--- src/dss_pkg.sv ---
// Shared constants and state types of the safe stop and speed guard block.
package dss_pkg;

    // ------------------------------------------------------------------
    // Widths
    // ------------------------------------------------------------------
    localparam int SPD_W = 16;
    localparam int TMR_W = 32;

    // ------------------------------------------------------------------
    // Timing
    // ------------------------------------------------------------------
    localparam int CLK_PERIOD_PS = 4000;
    // Interval after which the braking speed must not have risen.
    localparam int DECR_CHK_NS   = 1000;
    localparam int DECR_CHK_CYC  =
        (DECR_CHK_NS * 1000 + CLK_PERIOD_PS - 1) / CLK_PERIOD_PS;

    // ------------------------------------------------------------------
    // States
    // ------------------------------------------------------------------
    typedef enum logic [1:0] {
        STOP_IDLE  = 2'h0,
        STOP_BRAKE = 2'h1,
        STOP_OFF   = 2'h3,
        STOP_FAULT = 2'h2
    } dss_stop_t;

    typedef enum logic [1:0] {
        GRD_OFF  = 2'h0,
        GRD_RAMP = 2'h1,
        GRD_MON  = 2'h3,
        GRD_TRIP = 2'h2
    } dss_guard_t;

    // ------------------------------------------------------------------
    // Reset values
    // ------------------------------------------------------------------
    localparam dss_stop_t  STOP_RST = STOP_IDLE;
    localparam dss_guard_t GRD_RST  = GRD_OFF;
    localparam logic [TMR_W-1:0] TMR_RST = 32'h0000_0000;
    localparam logic [SPD_W-1:0] SPD_RST = 16'h0000;

endpackage

--- src/dss_speed_cmp.sv ---
// Magnitude of a signed speed compared against an unsigned limit.
`timescale 1ns/1ps
module dss_speed_cmp #(
    parameter int W = dss_pkg::SPD_W
) (
    input  wire logic signed [W-1:0] speed,
    input  wire logic        [W-1:0] limit,
    output logic             [W-1:0] abs_val,
    output logic                     above,
    output logic                     below
);

    // The most negative speed still maps to its true magnitude because
    // the result is read as unsigned.
    assign abs_val = speed[W-1] ? W'(-speed) : W'(speed);
    assign above   = abs_val > limit;
    assign below   = abs_val < limit;

endmodule

--- src/dss_supervisor.sv ---
// Controlled stop with torque removal and limited speed guard supervisor.
//
// What this block does
// RL1 - Stop offers timer and speed-monitored variants.
// RL2 - Stop request comes from input or fieldbus.
// RL3 - Timer variant starts delay timer at selection.
// RL4 - Selected stop commands the quick-stop ramp.
// RL5 - Stop active status shown while braking, until torque off.
// RL6 - Timer expiry triggers torque off.
// RL7 - Torque off active reported on both paths.
// RL8 - Monitored variant checks speed does not rise.
// RL9 - Monitored variant cuts torque below low threshold.
// RL10 - Guard request comes from input or fieldbus.
// RL11 - Guard clamps setpoint below the limit.
// RL12 - Guard brakes on ramp while above limit.
// RL13 - Guard compares absolute speed with limit.
// RL14 - Guard active status shown while monitoring.
// RL15 - Guard overspeed enters safe stop, brakes hard.
// RL16 - Torque off delivers zero torque, motor coasts.
// RL17 - Delay, threshold, limit held while function active.
// RL18 - Speed rising over a check interval means fault, torque off.
`timescale 1ns/1ps
module dss_supervisor #(
    parameter int SPD_W   = dss_pkg::SPD_W,
    parameter int TMR_W   = dss_pkg::TMR_W,
    parameter int CHK_CYC = dss_pkg::DECR_CHK_CYC
) (
    input  wire logic              clk,
    input  wire logic              rstn,
    input  wire logic              stop_sel_fsi,
    input  wire logic              stop_sel_bus,
    input  wire logic              guard_sel_fsi,
    input  wire logic              guard_sel_bus,
    input  wire logic              variant_ext,
    input  wire logic [TMR_W-1:0]  cfg_delay,
    input  wire logic [SPD_W-1:0]  cfg_low_speed,
    input  wire logic [SPD_W-1:0]  cfg_speed_limit,
    input  wire logic              fault_ack,
    input  wire logic signed [SPD_W-1:0] speed_act,
    input  wire logic signed [SPD_W-1:0] speed_set_in,
    output logic signed [SPD_W-1:0] speed_set_out,
    output logic                   quick_stop_ramp,
    output logic                   torque_off,
    output logic                   stop_active,
    output logic                   torque_off_fso,
    output logic                   torque_off_bus,
    output logic                   guard_active_fso,
    output logic                   guard_active_bus,
    output logic                   safe_stop_fault
);

    // ------------------------------------------------------------------
    // Requests and speed comparison
    // ------------------------------------------------------------------
    dss_pkg::dss_stop_t  stop_q;
    dss_pkg::dss_guard_t grd_q;
    logic [TMR_W-1:0]    delay_q;
    logic [TMR_W-1:0]    tmr_q;
    logic [SPD_W-1:0]    low_q;
    logic [SPD_W-1:0]    limit_q;
    logic [SPD_W-1:0]    ref_q;
    logic [15:0]         chk_q;
    logic                ext_q, trip_q, to_rep_q;
    logic                stop_req, guard_req;
    logic [SPD_W-1:0]    spd_abs;
    logic                spd_above, spd_low;
    logic [SPD_W-1:0]    set_abs;
    logic                set_over, tmr_done, chk_tick;
    logic                stall, guard_trip, release_ok;

    assign stop_req  = stop_sel_fsi | stop_sel_bus;   // RL2
    assign guard_req = guard_sel_fsi | guard_sel_bus; // RL10

    dss_speed_cmp #(
        .W (SPD_W)
    ) u_cmp_guard (
        .speed   (speed_act),
        .limit   (limit_q),
        .abs_val (spd_abs),
        .above   (spd_above),
        .below   ()
    );

    dss_speed_cmp #(
        .W (SPD_W)
    ) u_cmp_low (
        .speed   (speed_act),
        .limit   (low_q),
        .abs_val (),
        .above   (),
        .below   (spd_low)
    );

    dss_speed_cmp #(
        .W (SPD_W)
    ) u_cmp_set (
        .speed   (speed_set_in),
        .limit   (limit_q),
        .abs_val (set_abs),
        .above   (),
        .below   ()
    );

    assign set_over   = set_abs >= limit_q;
    assign tmr_done   = tmr_q >= delay_q;
    assign chk_tick   = chk_q == 16'(CHK_CYC - 1);
    assign stall      = chk_tick && (spd_abs > ref_q);             // RL8
    assign guard_trip = (grd_q == dss_pkg::GRD_MON) && spd_above;  // RL15
    assign release_ok = !stop_req && !trip_q;

    // ------------------------------------------------------------------
    // Configuration capture
    // ------------------------------------------------------------------
    // Settings are taken only while the function is idle, so a change
    // during a running sequence cannot shorten or weaken it.
    always_ff @(posedge clk or negedge rstn) begin
        if (!rstn) begin
            delay_q <= dss_pkg::TMR_RST;
            low_q   <= dss_pkg::SPD_RST;
            ext_q   <= 1'b0;
        end else if (stop_q == dss_pkg::STOP_IDLE) begin
            delay_q <= cfg_delay;         // RL17
            low_q   <= cfg_low_speed;     // RL17
            ext_q   <= variant_ext | guard_trip; // RL1
        end
    end

    always_ff @(posedge clk or negedge rstn) begin
        if (!rstn) begin
            limit_q <= dss_pkg::SPD_RST;
        end else if (grd_q == dss_pkg::GRD_OFF) begin
            limit_q <= cfg_speed_limit;   // RL17
        end
    end

    // ------------------------------------------------------------------
    // Delay timer and deceleration check
    // ------------------------------------------------------------------
    always_ff @(posedge clk or negedge rstn) begin
        if (!rstn) begin
            tmr_q <= dss_pkg::TMR_RST;
        end else if (stop_q == dss_pkg::STOP_BRAKE && !ext_q) begin
            if (!tmr_done) begin
                tmr_q <= tmr_q + TMR_W'(1); // RL3
            end
        end else begin
            tmr_q <= dss_pkg::TMR_RST;
        end
    end

    always_ff @(posedge clk or negedge rstn) begin
        if (!rstn) begin
            chk_q <= 16'h0000;
            ref_q <= dss_pkg::SPD_RST;
        end else if (stop_q == dss_pkg::STOP_BRAKE && ext_q) begin
            chk_q <= chk_tick ? 16'h0000 : chk_q + 16'h0001;
            if (chk_tick) begin
                ref_q <= spd_abs;         // RL8
            end
        end else begin
            chk_q <= 16'h0000;
            ref_q <= spd_abs;
        end
    end

    // ------------------------------------------------------------------
    // Stop sequence
    // ------------------------------------------------------------------
    always_ff @(posedge clk or negedge rstn) begin
        if (!rstn) begin
            stop_q <= dss_pkg::STOP_RST;
        end else begin
            unique case (stop_q)
                dss_pkg::STOP_IDLE: begin
                    if (stop_req || guard_trip) begin
                        stop_q <= dss_pkg::STOP_BRAKE; // RL4
                    end
                end
                dss_pkg::STOP_BRAKE: begin
                    if (release_ok) begin
                        stop_q <= dss_pkg::STOP_IDLE;
                    end else if (ext_q && stall) begin
                        stop_q <= dss_pkg::STOP_FAULT; // RL18
                    end else if (ext_q && spd_low) begin
                        stop_q <= dss_pkg::STOP_OFF;   // RL9
                    end else if (!ext_q && tmr_done) begin
                        stop_q <= dss_pkg::STOP_OFF;   // RL6
                    end
                end
                dss_pkg::STOP_OFF: begin
                    if (release_ok) begin
                        stop_q <= dss_pkg::STOP_IDLE;
                    end
                end
                dss_pkg::STOP_FAULT: begin
                    if (fault_ack && release_ok) begin
                        stop_q <= dss_pkg::STOP_IDLE;
                    end
                end
            endcase
        end
    end

    // A new trip in the acknowledge cycle keeps the flag set.
    always_ff @(posedge clk or negedge rstn) begin
        if (!rstn) begin
            trip_q <= 1'b0;
        end else if (guard_trip) begin
            trip_q <= 1'b1;               // RL15
        end else if (fault_ack && !guard_req) begin
            trip_q <= 1'b0;
        end
    end

    // ------------------------------------------------------------------
    // Limited speed guard
    // ------------------------------------------------------------------
    always_ff @(posedge clk or negedge rstn) begin
        if (!rstn) begin
            grd_q <= dss_pkg::GRD_RST;
        end else begin
            unique case (grd_q)
                dss_pkg::GRD_OFF: begin
                    if (guard_req) begin
                        grd_q <= dss_pkg::GRD_RAMP;
                    end
                end
                dss_pkg::GRD_RAMP: begin
                    if (!guard_req) begin
                        grd_q <= dss_pkg::GRD_OFF;
                    end else if (!spd_above) begin
                        grd_q <= dss_pkg::GRD_MON; // RL12
                    end
                end
                dss_pkg::GRD_MON: begin
                    if (guard_trip) begin
                        grd_q <= dss_pkg::GRD_TRIP; // RL13
                    end else if (!guard_req) begin
                        grd_q <= dss_pkg::GRD_OFF;
                    end
                end
                dss_pkg::GRD_TRIP: begin
                    if (!trip_q) begin
                        grd_q <= dss_pkg::GRD_OFF;
                    end
                end
            endcase
        end
    end

    // ------------------------------------------------------------------
    // Outputs
    // ------------------------------------------------------------------
    assign torque_off = stop_q == dss_pkg::STOP_OFF ||
                        stop_q == dss_pkg::STOP_FAULT;
    assign stop_active = stop_q == dss_pkg::STOP_BRAKE; // RL5
    // Ramp is dropped once torque is off: the motor then only coasts.
    assign quick_stop_ramp = !torque_off &&
        (stop_active || grd_q == dss_pkg::GRD_RAMP);    // RL4
    assign guard_active_fso = grd_q == dss_pkg::GRD_MON; // RL14
    assign guard_active_bus = grd_q == dss_pkg::GRD_MON; // RL14
    assign safe_stop_fault  = trip_q || stop_q == dss_pkg::STOP_FAULT;
    assign torque_off_fso   = to_rep_q;
    assign torque_off_bus   = to_rep_q;

    // Reported one cycle after the power stage has been cut.
    always_ff @(posedge clk or negedge rstn) begin
        if (!rstn) begin
            to_rep_q <= 1'b0;
        end else begin
            to_rep_q <= torque_off;       // RL7
        end
    end

    always_ff @(posedge clk or negedge rstn) begin
        if (!rstn) begin
            speed_set_out <= SPD_W'(0);
        end else if (torque_off || stop_active) begin
            speed_set_out <= SPD_W'(0);   // RL16
        end else if (grd_q != dss_pkg::GRD_OFF && set_over) begin
            // A zero limit clamps to zero instead of wrapping round.
            speed_set_out <= speed_set_in[SPD_W-1]
                ? SPD_W'(-(limit_q - SPD_W'(|limit_q)))
                : SPD_W'(limit_q - SPD_W'(|limit_q)); // RL11
        end else begin
            speed_set_out <= speed_set_in;
        end
    end
endmodule

--- config.mk ---
export PLATFORM = sky130hd
export DESIGN_NAME = dss_supervisor
export DESIGN_NICKNAME = d
export VERILOG_FILES = /design/src/dss_pkg.sv /design/src/dss_speed_cmp.sv /design/src/dss_supervisor.sv
export SDC_FILE = /design/constraint.sdc
export NUM_CORES = 1
export LEC_CHECK = 0
export ABC_AREA = 0
export BUFFER_PORTS_ARGS = -buffer_cell sky130_fd_sc_hd__buf_2
export CELL_PAD_IN_SITES_DETAIL_PLACEMENT = 0
export CELL_PAD_IN_SITES_GLOBAL_PLACEMENT = 2
export CORE_MARGIN = 3
export CORE_UTILIZATION = 32
export DETAILED_ROUTE_END_ITERATION = 6
export PLACE_DENSITY = 0.84
export REMOVE_ABC_BUFFERS = 1
export SLEW_MARGIN = 5
export SYNTH_ARGS = -nofsm -noshare
export SYNTH_HDL_FRONTEND = slang
export SYNTH_HIERARCHICAL = 1
export SYNTH_SLANG_ARGS = --single-unit
--- constraint.sdc ---
create_clock -name clk -period 3.9 [get_ports clk]
set_input_delay 0.39 -clock clk [delete_from_list [all_inputs] [get_ports clk]]
set_output_delay 0.39 -clock clk [all_outputs]
set_load 0.01 [all_outputs]
==> results of run 1 <==
## per-stage QoR
step / cell area [um^2] / utilization / total power [mW] / hold WS, ns / cells
4_1_cts: 12340 / 0.3869 / 7.872 / 0.08467 / 1815
3_3_place_gp: 11730 / 0.3681 / 6.050 / 0.4626 / 1783
6_report: 12340 / 0.3871 / 7.785 / 0.06370 / 1815
2_1_floorplan: 10230 / - / 4.705 / 0.09441 / 1183
5_1_grt: 12340 / 0.3871 / 8.493 / 0.1217 / 1815
3_5_place_dp: 11730 / 0.3681 / 6.076 / 0.4631 / 1783
## area by class of cell
class / count / area, um^2 / share of cell area
sequential: 151 / 3779 / 0.3062
clock buffer: 19 / 442.9 / 0.03589
timing repair buffer: 165 / 939.7 / 0.07614
inverter: 115 / 431.7 / 0.03498
multi-input combinational: 917 / 6046 / 0.4899
clock inverter: 13 / 158.9 / 0.01288
tap: 435 / 544.3 / 0.04410
## routing by layer
metal / wire length (um) / global-route usage
met1: 14330 / 0.2324
met2: 12710 / 0.2621
met3: 948 / 0.02856
met4: 413 / 0.04216
met5: 0 / 0
## worst paths after layout
path	from	end	slack (ns)	cells after the start
max	limit_q[7]$_DFFE_PN0P_	speed_set_out[13]$_DFF_PN0_	0.22	12
min in group clk	cfg_low_speed[7]	low_q[7]$_DFFE_PN0P_	0.15	3
min	rstn	torque_off_bus$_DFF_PN0_	0.06	1
max reg2reg	limit_q[7]$_DFFE_PN0P_	speed_set_out[13]$_DFF_PN0_	0.22	12
max in group asynchronous	rstn	tmr_q[3]$_DFFE_PN0P_	2.84	2
min reg2reg	low_q[10]$_DFFE_PN0P_	low_q[10]$_DFFE_PN0P_	0.47	2
## worst max-delay path: cells and delay by family (launching register included)
| family | cells | cell delay, ns |
|---|---|---|
| DFF | 1 | 0.39 |
| AOI/OAI and AO/OA | 1 | 0.14 |
| adders and majority gates | 2 | 0.50 |
| and+or+nand+nor | 8 | 2.38 |
| buffers and inverters | 1 | 0.18 |
## state kept, by name (all words and copies together) (netlist names), 16 cells and up
register / cells
ref_q: 16
delay_q: 32
low_q: 16
chk_q: 16
speed_set_out: 16
tmr_q: 32
limit_q: 16
## report_power, final
group	internal [mW]	leakage, nW	total, mW	switching (mW)
Sequential	2.08	1.95	2.36	0.276
Combinational	1.40	3.36	3.70	2.30
Clock	0.983	0.295	1.73	0.744
## cells in the final DEF (no fill, tap or decap), types with 8 or more instances in the layout
master     count
nand2_1      185
inv_1        115
nand4_1       27
a211oi_1       9
ha_1         105
clkbuf_16     17
nor3_1        14
xor2_1        14
buf_2        126
a21oi_1       75
a21o_1         8
o31ai_1       24
and3_1        11
buf_4         37
nand3_1       36
nor4_1        11
o211ai_1      11
xnor2_1       62
or3_1         21
nor2_1        68
nand2b_1       9
o21ai_0      114
or4_1         16
dfrtp_1      151
==> parameters.txt, run 1 <==
Parameter                              Value

Status
  Run status    completed

Timing
  Achievable frequency    0.2716 GHz
  Setup ws final    about 0.22 ns
  Setup Total Neg Slack    0 ns
  Max-slew headroom at the worst pin    0.2329
  Final hold violation count    0
  Worst-margin pin slew    about 1.1 ns
  RSZ-0062 raised after global routing    no
  Setup Skew    roughly 0.019 ns
  Crit path time final    ~3.7 ns
  Final Setup Violations    0
  Ratio of final minimum period to clock period    0.9441
  Max-slew violation count    0

Placement
  IO Port Bufs    between 100 and 150
  GP Congestion    0.8007
  Sum of net half-perimeters after detailed placement    between 20 and 25 mm
  Setup slack at placement    ~0.14 ns

Worst hold path
  Tightest Hold Check Type    in -> async

Critical path
  Crit path largest cell delay    approximately 0.6 ns
  Kind of start point of the critical path    register
  Largest fanout of any net on the critical path    8
  Cells traversed along the worst timing path    nor4_1 -> and2_0 -> nand4_1 -> ha_1 -> ha_1 -> buf_4 -> nor4_4 -> o31ai_2 -> or4_4 -> or3_1 -> or3_1 -> nand4_1
  Slowest-stage cell, CP    or4_4
  Type of the setup path with the least slack    reg -> reg
  Worst Path Arrival    ~4.1 ns
  Critical path required time    approximately 4.3 ns
  Category of the worst setup path capture point    register

Synth
  Mean area per synthesized cell    ~8.5 um^2
  Number of warnings reported in the yosys synthesis log    6
  Syn Inst Count    approximately 1200
  Combined area of all synthesized cells    between 0.01 and 0.015 mm^2

Detailed routing
  Avg WL per Cell    about 16 um
  Pre-antenna DRT Iters    5
  Total number of vias    9073
  DRC errors left    0
  Wire length after detailed routing    28.41 mm
  Drt via density    4.999
  Antenna Nets Post-Route    0
  Iter 0 DRT Violations    around 500

Floorplanning
  Starting density of the core    0.3277
  Die H    186.7 um
  I/O pin cnt    between 100 and 150
  Floorplan die area    ~0.035 mm^2
  Placement row count    65
  Core Footprint    around 0.032 mm^2
  X dimension of the die    between 150 and 200 um

Clock tree
  Cts hold-fix bufs    0
  Clock root buffer master    clkbuf_16
  Clock edge transition at the registers on the reported setup and hold paths    around 0.08 ns
  Post-CTS setup repair buffer count    0
  Total clock sinks    approximately 150
  PostCTS Resize Cnt    0
  Clock latency reported for the late side of the worst-skew pair    0.44 ns
  CTS tree    built
  TritonCTS buffer count    17
  Number of H-tree branching levels    4
  Maximum root-to-sink buffer count    2

Global routing
  Global routing usage summed across all routing layers    0.1647
  Vias in the first global route    9074
  Overflow after GRT    0
  Initial antenna violation count    0
  Wire length of the first global-routing pass    47.04 mm
  Maximum number of pins on one net before global-route repair    91

Cells and area
  Antenna fix cells    0
  NumNets Final    roughly 1600
  Filler Cells Inserted    ~3400
  Fraction of layout instances using a drive strength above 1    0.1630
  Layout overhead on the synthesized area    18.13%

Pwr
  Ratio of total power to cell area    between 600 and 700 mW/mm^2
  Worst vdd ir    about 0.00032 V
  Leakage dissipation    5.600 nW

Flow run
  Number of violations of the max-capacitance limit    0
Note: power is estimated with default switching activity, not from simulation.
==> run 2: changes to the inputs <==
Settings changed: CORE_UTILIZATION 32 to 25, PLACE_DENSITY 0.84 to 0.7.
==> run 2 against run 1 <==
Critical path depth down 1; first-iteration DRC count shrank 19%; sequential cell count is the same; critical path type unchanged; largest power group unchanged.
==> parameters.txt, run 2 (synthesized netlist as in run 1, its figures left out) <==
Parameter                              Value

Status
  Run status    completed

Clock tree
  Post-CTS setup repair buffer count    0 (unchanged)
  Number of H-tree branching levels    4 (unchanged)
  TritonCTS buffer count    17 (unchanged)
  Clock edge transition at the registers on the reported setup and hold paths    0.06 ns (-0.02 ns)
  Clock root buffer master    clkbuf_16
  Total clock sinks    151 (unchanged)
  Maximum root-to-sink buffer count    2 (unchanged)
  Clock latency reported for the late side of the worst-skew pair    0.44 ns (about the same)
  CTS tree    built

Cells and area
  Most frequent cells in the layout    nand2_1 (185), dfrtp_1 (151), buf_2 (126)
  Final cell count without fillers    1913 (+5.4%)
  Largest regs    delay_q (32), tmr_q (32)
  Final instance area    0.01249 mm^2 (+1.2%)
  Filler Cells Inserted    4392 (+31%)
  Layout overhead on the synthesized area    19.58%
  Most common cell after layout, fill and taps aside    nand2_1
  Fraction of layout instances using a drive strength above 1    0.1622 (-0.0008422)
  NumNets Final    1577 (+0.063%)
  Antenna fix cells    0 (unchanged)

Critical path
  Worst setup startpoint    limit_q[8]$_DFFE_PN0P_
  Critical path endpoint    speed_set_out[13]$_DFF_PN0_
  Worst r2r dst    speed_set_out[13]$_DFF_PN0_
  Crit Reg-Reg Startpoint    limit_q[8]$_DFFE_PN0P_
  Slowest-stage cell, CP    nor4b_1
  Worst Path Arrival    4.07 ns (+0.02 ns)
  Critical path required time    4.27 ns (about the same)
  Cell count of the worst reg-to-reg path    11 (-1)
  Category of the worst setup path capture point    register
  Register-to-Register Setup Slack    0.20 ns (about the same)
  Type of the setup path with the least slack    reg -> reg
  Kind of start point of the critical path    register
  Largest fanout of any net on the critical path    7 (-1)
  Crit path largest cell delay    0.94 ns (+0.35 ns)
  Cells traversed along the worst timing path    nor4_2 -> and2_0 -> nand4_1 -> ha_1 -> nor4b_1 -> nand3_1 -> xnor2_1 -> or4_4 -> or3_1 -> or3_1 -> nand4_1

Global routing
  Overflow after GRT    0 (unchanged)
  Maximum number of pins on one net before global-route repair    71 (-22%)
  Vias in the first global route    9082 (+0.088%)
  Global routing usage summed across all routing layers    0.1416 (-0.02312)
  Wire length of the first global-routing pass    49.58 mm (+5.4%)
  Initial antenna violation count    0 (unchanged)

Detailed routing
  Drt via density    4.737 (-5.2%)
  Avg WL per Cell    16.04 um (+2.5%)
  Wire length after detailed routing    30.69 mm (+8.0%)
  Antenna Nets Post-Route    0 (unchanged)
  Total number of vias    9061 (-0.13%)
  Iter 0 DRT Violations    404 (-19%)
  Pre-antenna DRT Iters    5 (unchanged)
  DRC errors left    0 (unchanged)

Flow run
  Number of violations of the max-capacitance limit    0 (unchanged)

Floorplanning
  Floorplan die area    0.04428 mm^2 (+27%)
  Starting density of the core    0.2547 (-0.07300)
  Core Footprint    0.04102 mm^2 (+29%)
  Die H    210.4 um (+13%)
  Placement row count    74 (+14%)
  I/O pin cnt    128 (unchanged)
  X dimension of the die    210.4 um (+13%)

Placement
  Sum of net half-perimeters after detailed placement    23.64 mm (+11%)
  Placed instance count    1880 (+5.4%)
  GP Congestion    0.7950 (-0.71%)
  IO Port Bufs    127 (unchanged)
  Area after DPL    0.01186 mm^2 (+1.0%)

Pwr
  Internal cell power    4.568 mW (+2.4%)
  Sw Ratio    0.4219 (-0.004946)
  Leakage dissipation    5.605 nW (about the same)
  Total power    7.901 mW (+1.5%)
  Clock share of power    0.230 (+0.008)
  Fraction of power consumed by sequential logic    0.295 (-0.008)
  Net load switching power    3.333 mW (+0.31%)
  Worst vdd ir    0.0002524 V (-22%)
  Logic pwr share    0.475 (about the same)
  Ratio of total power to cell area    632.4 mW/mm^2 (+0.26%)

Timing
  Hold WS    0.1380 ns (+0.07427 ns)
  Final Setup Violations    0 (unchanged)
  RSZ-0062 raised after global routing    no
  Setup Total Neg Slack    0 ns (unchanged)
  Ratio of final minimum period to clock period    0.9480 (+0.003839)
  Worst-margin pin slew    1.158 ns (+0.01913 ns)
  Crit path time final    3.697 ns (+0.01497 ns)
  Max-slew violation count    0 (unchanged)
  Setup Skew    0.005014 ns (-0.01409 ns)
  Max-slew headroom at the worst pin    0.2173 (-0.01561)
  Final hold violation count    0 (unchanged)
  Achievable frequency    0.2705 GHz (-0.41%)

Worst hold path
  WHS Path Cells    3
  Worst Hold Launch    cfg_low_speed[11]
  Tightest Hold Check Type    in -> reg
run 2: stage by stage:
stage | setup WS [ns] | util
floorplan | -1.460 | -
global placement | 0.1915 | 0.2890
detailed placement | 0.09118 | 0.2890
CTS | 0.1969 | 0.3044
global route | 0.006003 | 0.3046
finish | 0.2029 | 0.3046
run 2: how the worst min path moves through the flow:
stage	to	slack, ns
floorplan	chk_q[0]$_DFF_PN0_	0.09
global placement	low_q[11]$_DFFE_PN0P_	0.46
detailed placement	low_q[12]$_DFFE_PN0P_	0.46
CTS	low_q[11]$_DFFE_PN0P_	0.11
global route	low_q[9]$_DFFE_PN0P_	0.12
finish	low_q[11]$_DFFE_PN0P_	0.14
run 2: power groups by stage:
stage / clock network [mW] / registers (mW) / logic, mW
floorplan: 0 / 2.40 / 2.31
global placement: 0 / 2.35 / 3.77
detailed placement: 0 / 2.36 / 3.79
CTS: 1.87 / 2.33 / 3.83
global route: 1.94 / 2.39 / 4.31
finish: 1.82 / 2.33 / 3.75
run 2: critical path: cells and delay by family, from the launching register on:
| kind | cells | cell delay, ns |
|---|---|---|
| xor+xnor | 1 | 0.24 |
| fa+ha+maj | 1 | 0.20 |
| flops | 1 | 0.36 |
| simple gates | 9 | 2.82 |
run 2: final cells by class:
class / instances / area, um^2 / area share
tap: 532 / 665.6 / 0.05328
sequential: 151 / 3779 / 0.3025
clock buffer: 20 / 446.7 / 0.03575
inverter: 115 / 431.7 / 0.03455
clock inverter: 12 / 175.2 / 0.01402
timing repair buffer: 166 / 949.7 / 0.07601
multi-input combinational: 917 / 6046 / 0.4839
run 2: routing by layer:
metal / global-route usage / vias to the layer above / share of wire
li1: - / 4584 / -
met1: 0.1887 / 4311 / 0.47
met2: 0.2397 / 143 / 0.49
met3: 0.02426 / 23 / 0.030
met4: 0.03510 / 0 / 0.012
met5: 0 / - / 0
run 2: repair_timing:
item | CTS | global route
endpoints found under the hold margin | 23 | 0
hold buffers | 1 | 0
endpoints found under the setup margin | 0 | 4
resized for setup | 0 | 1
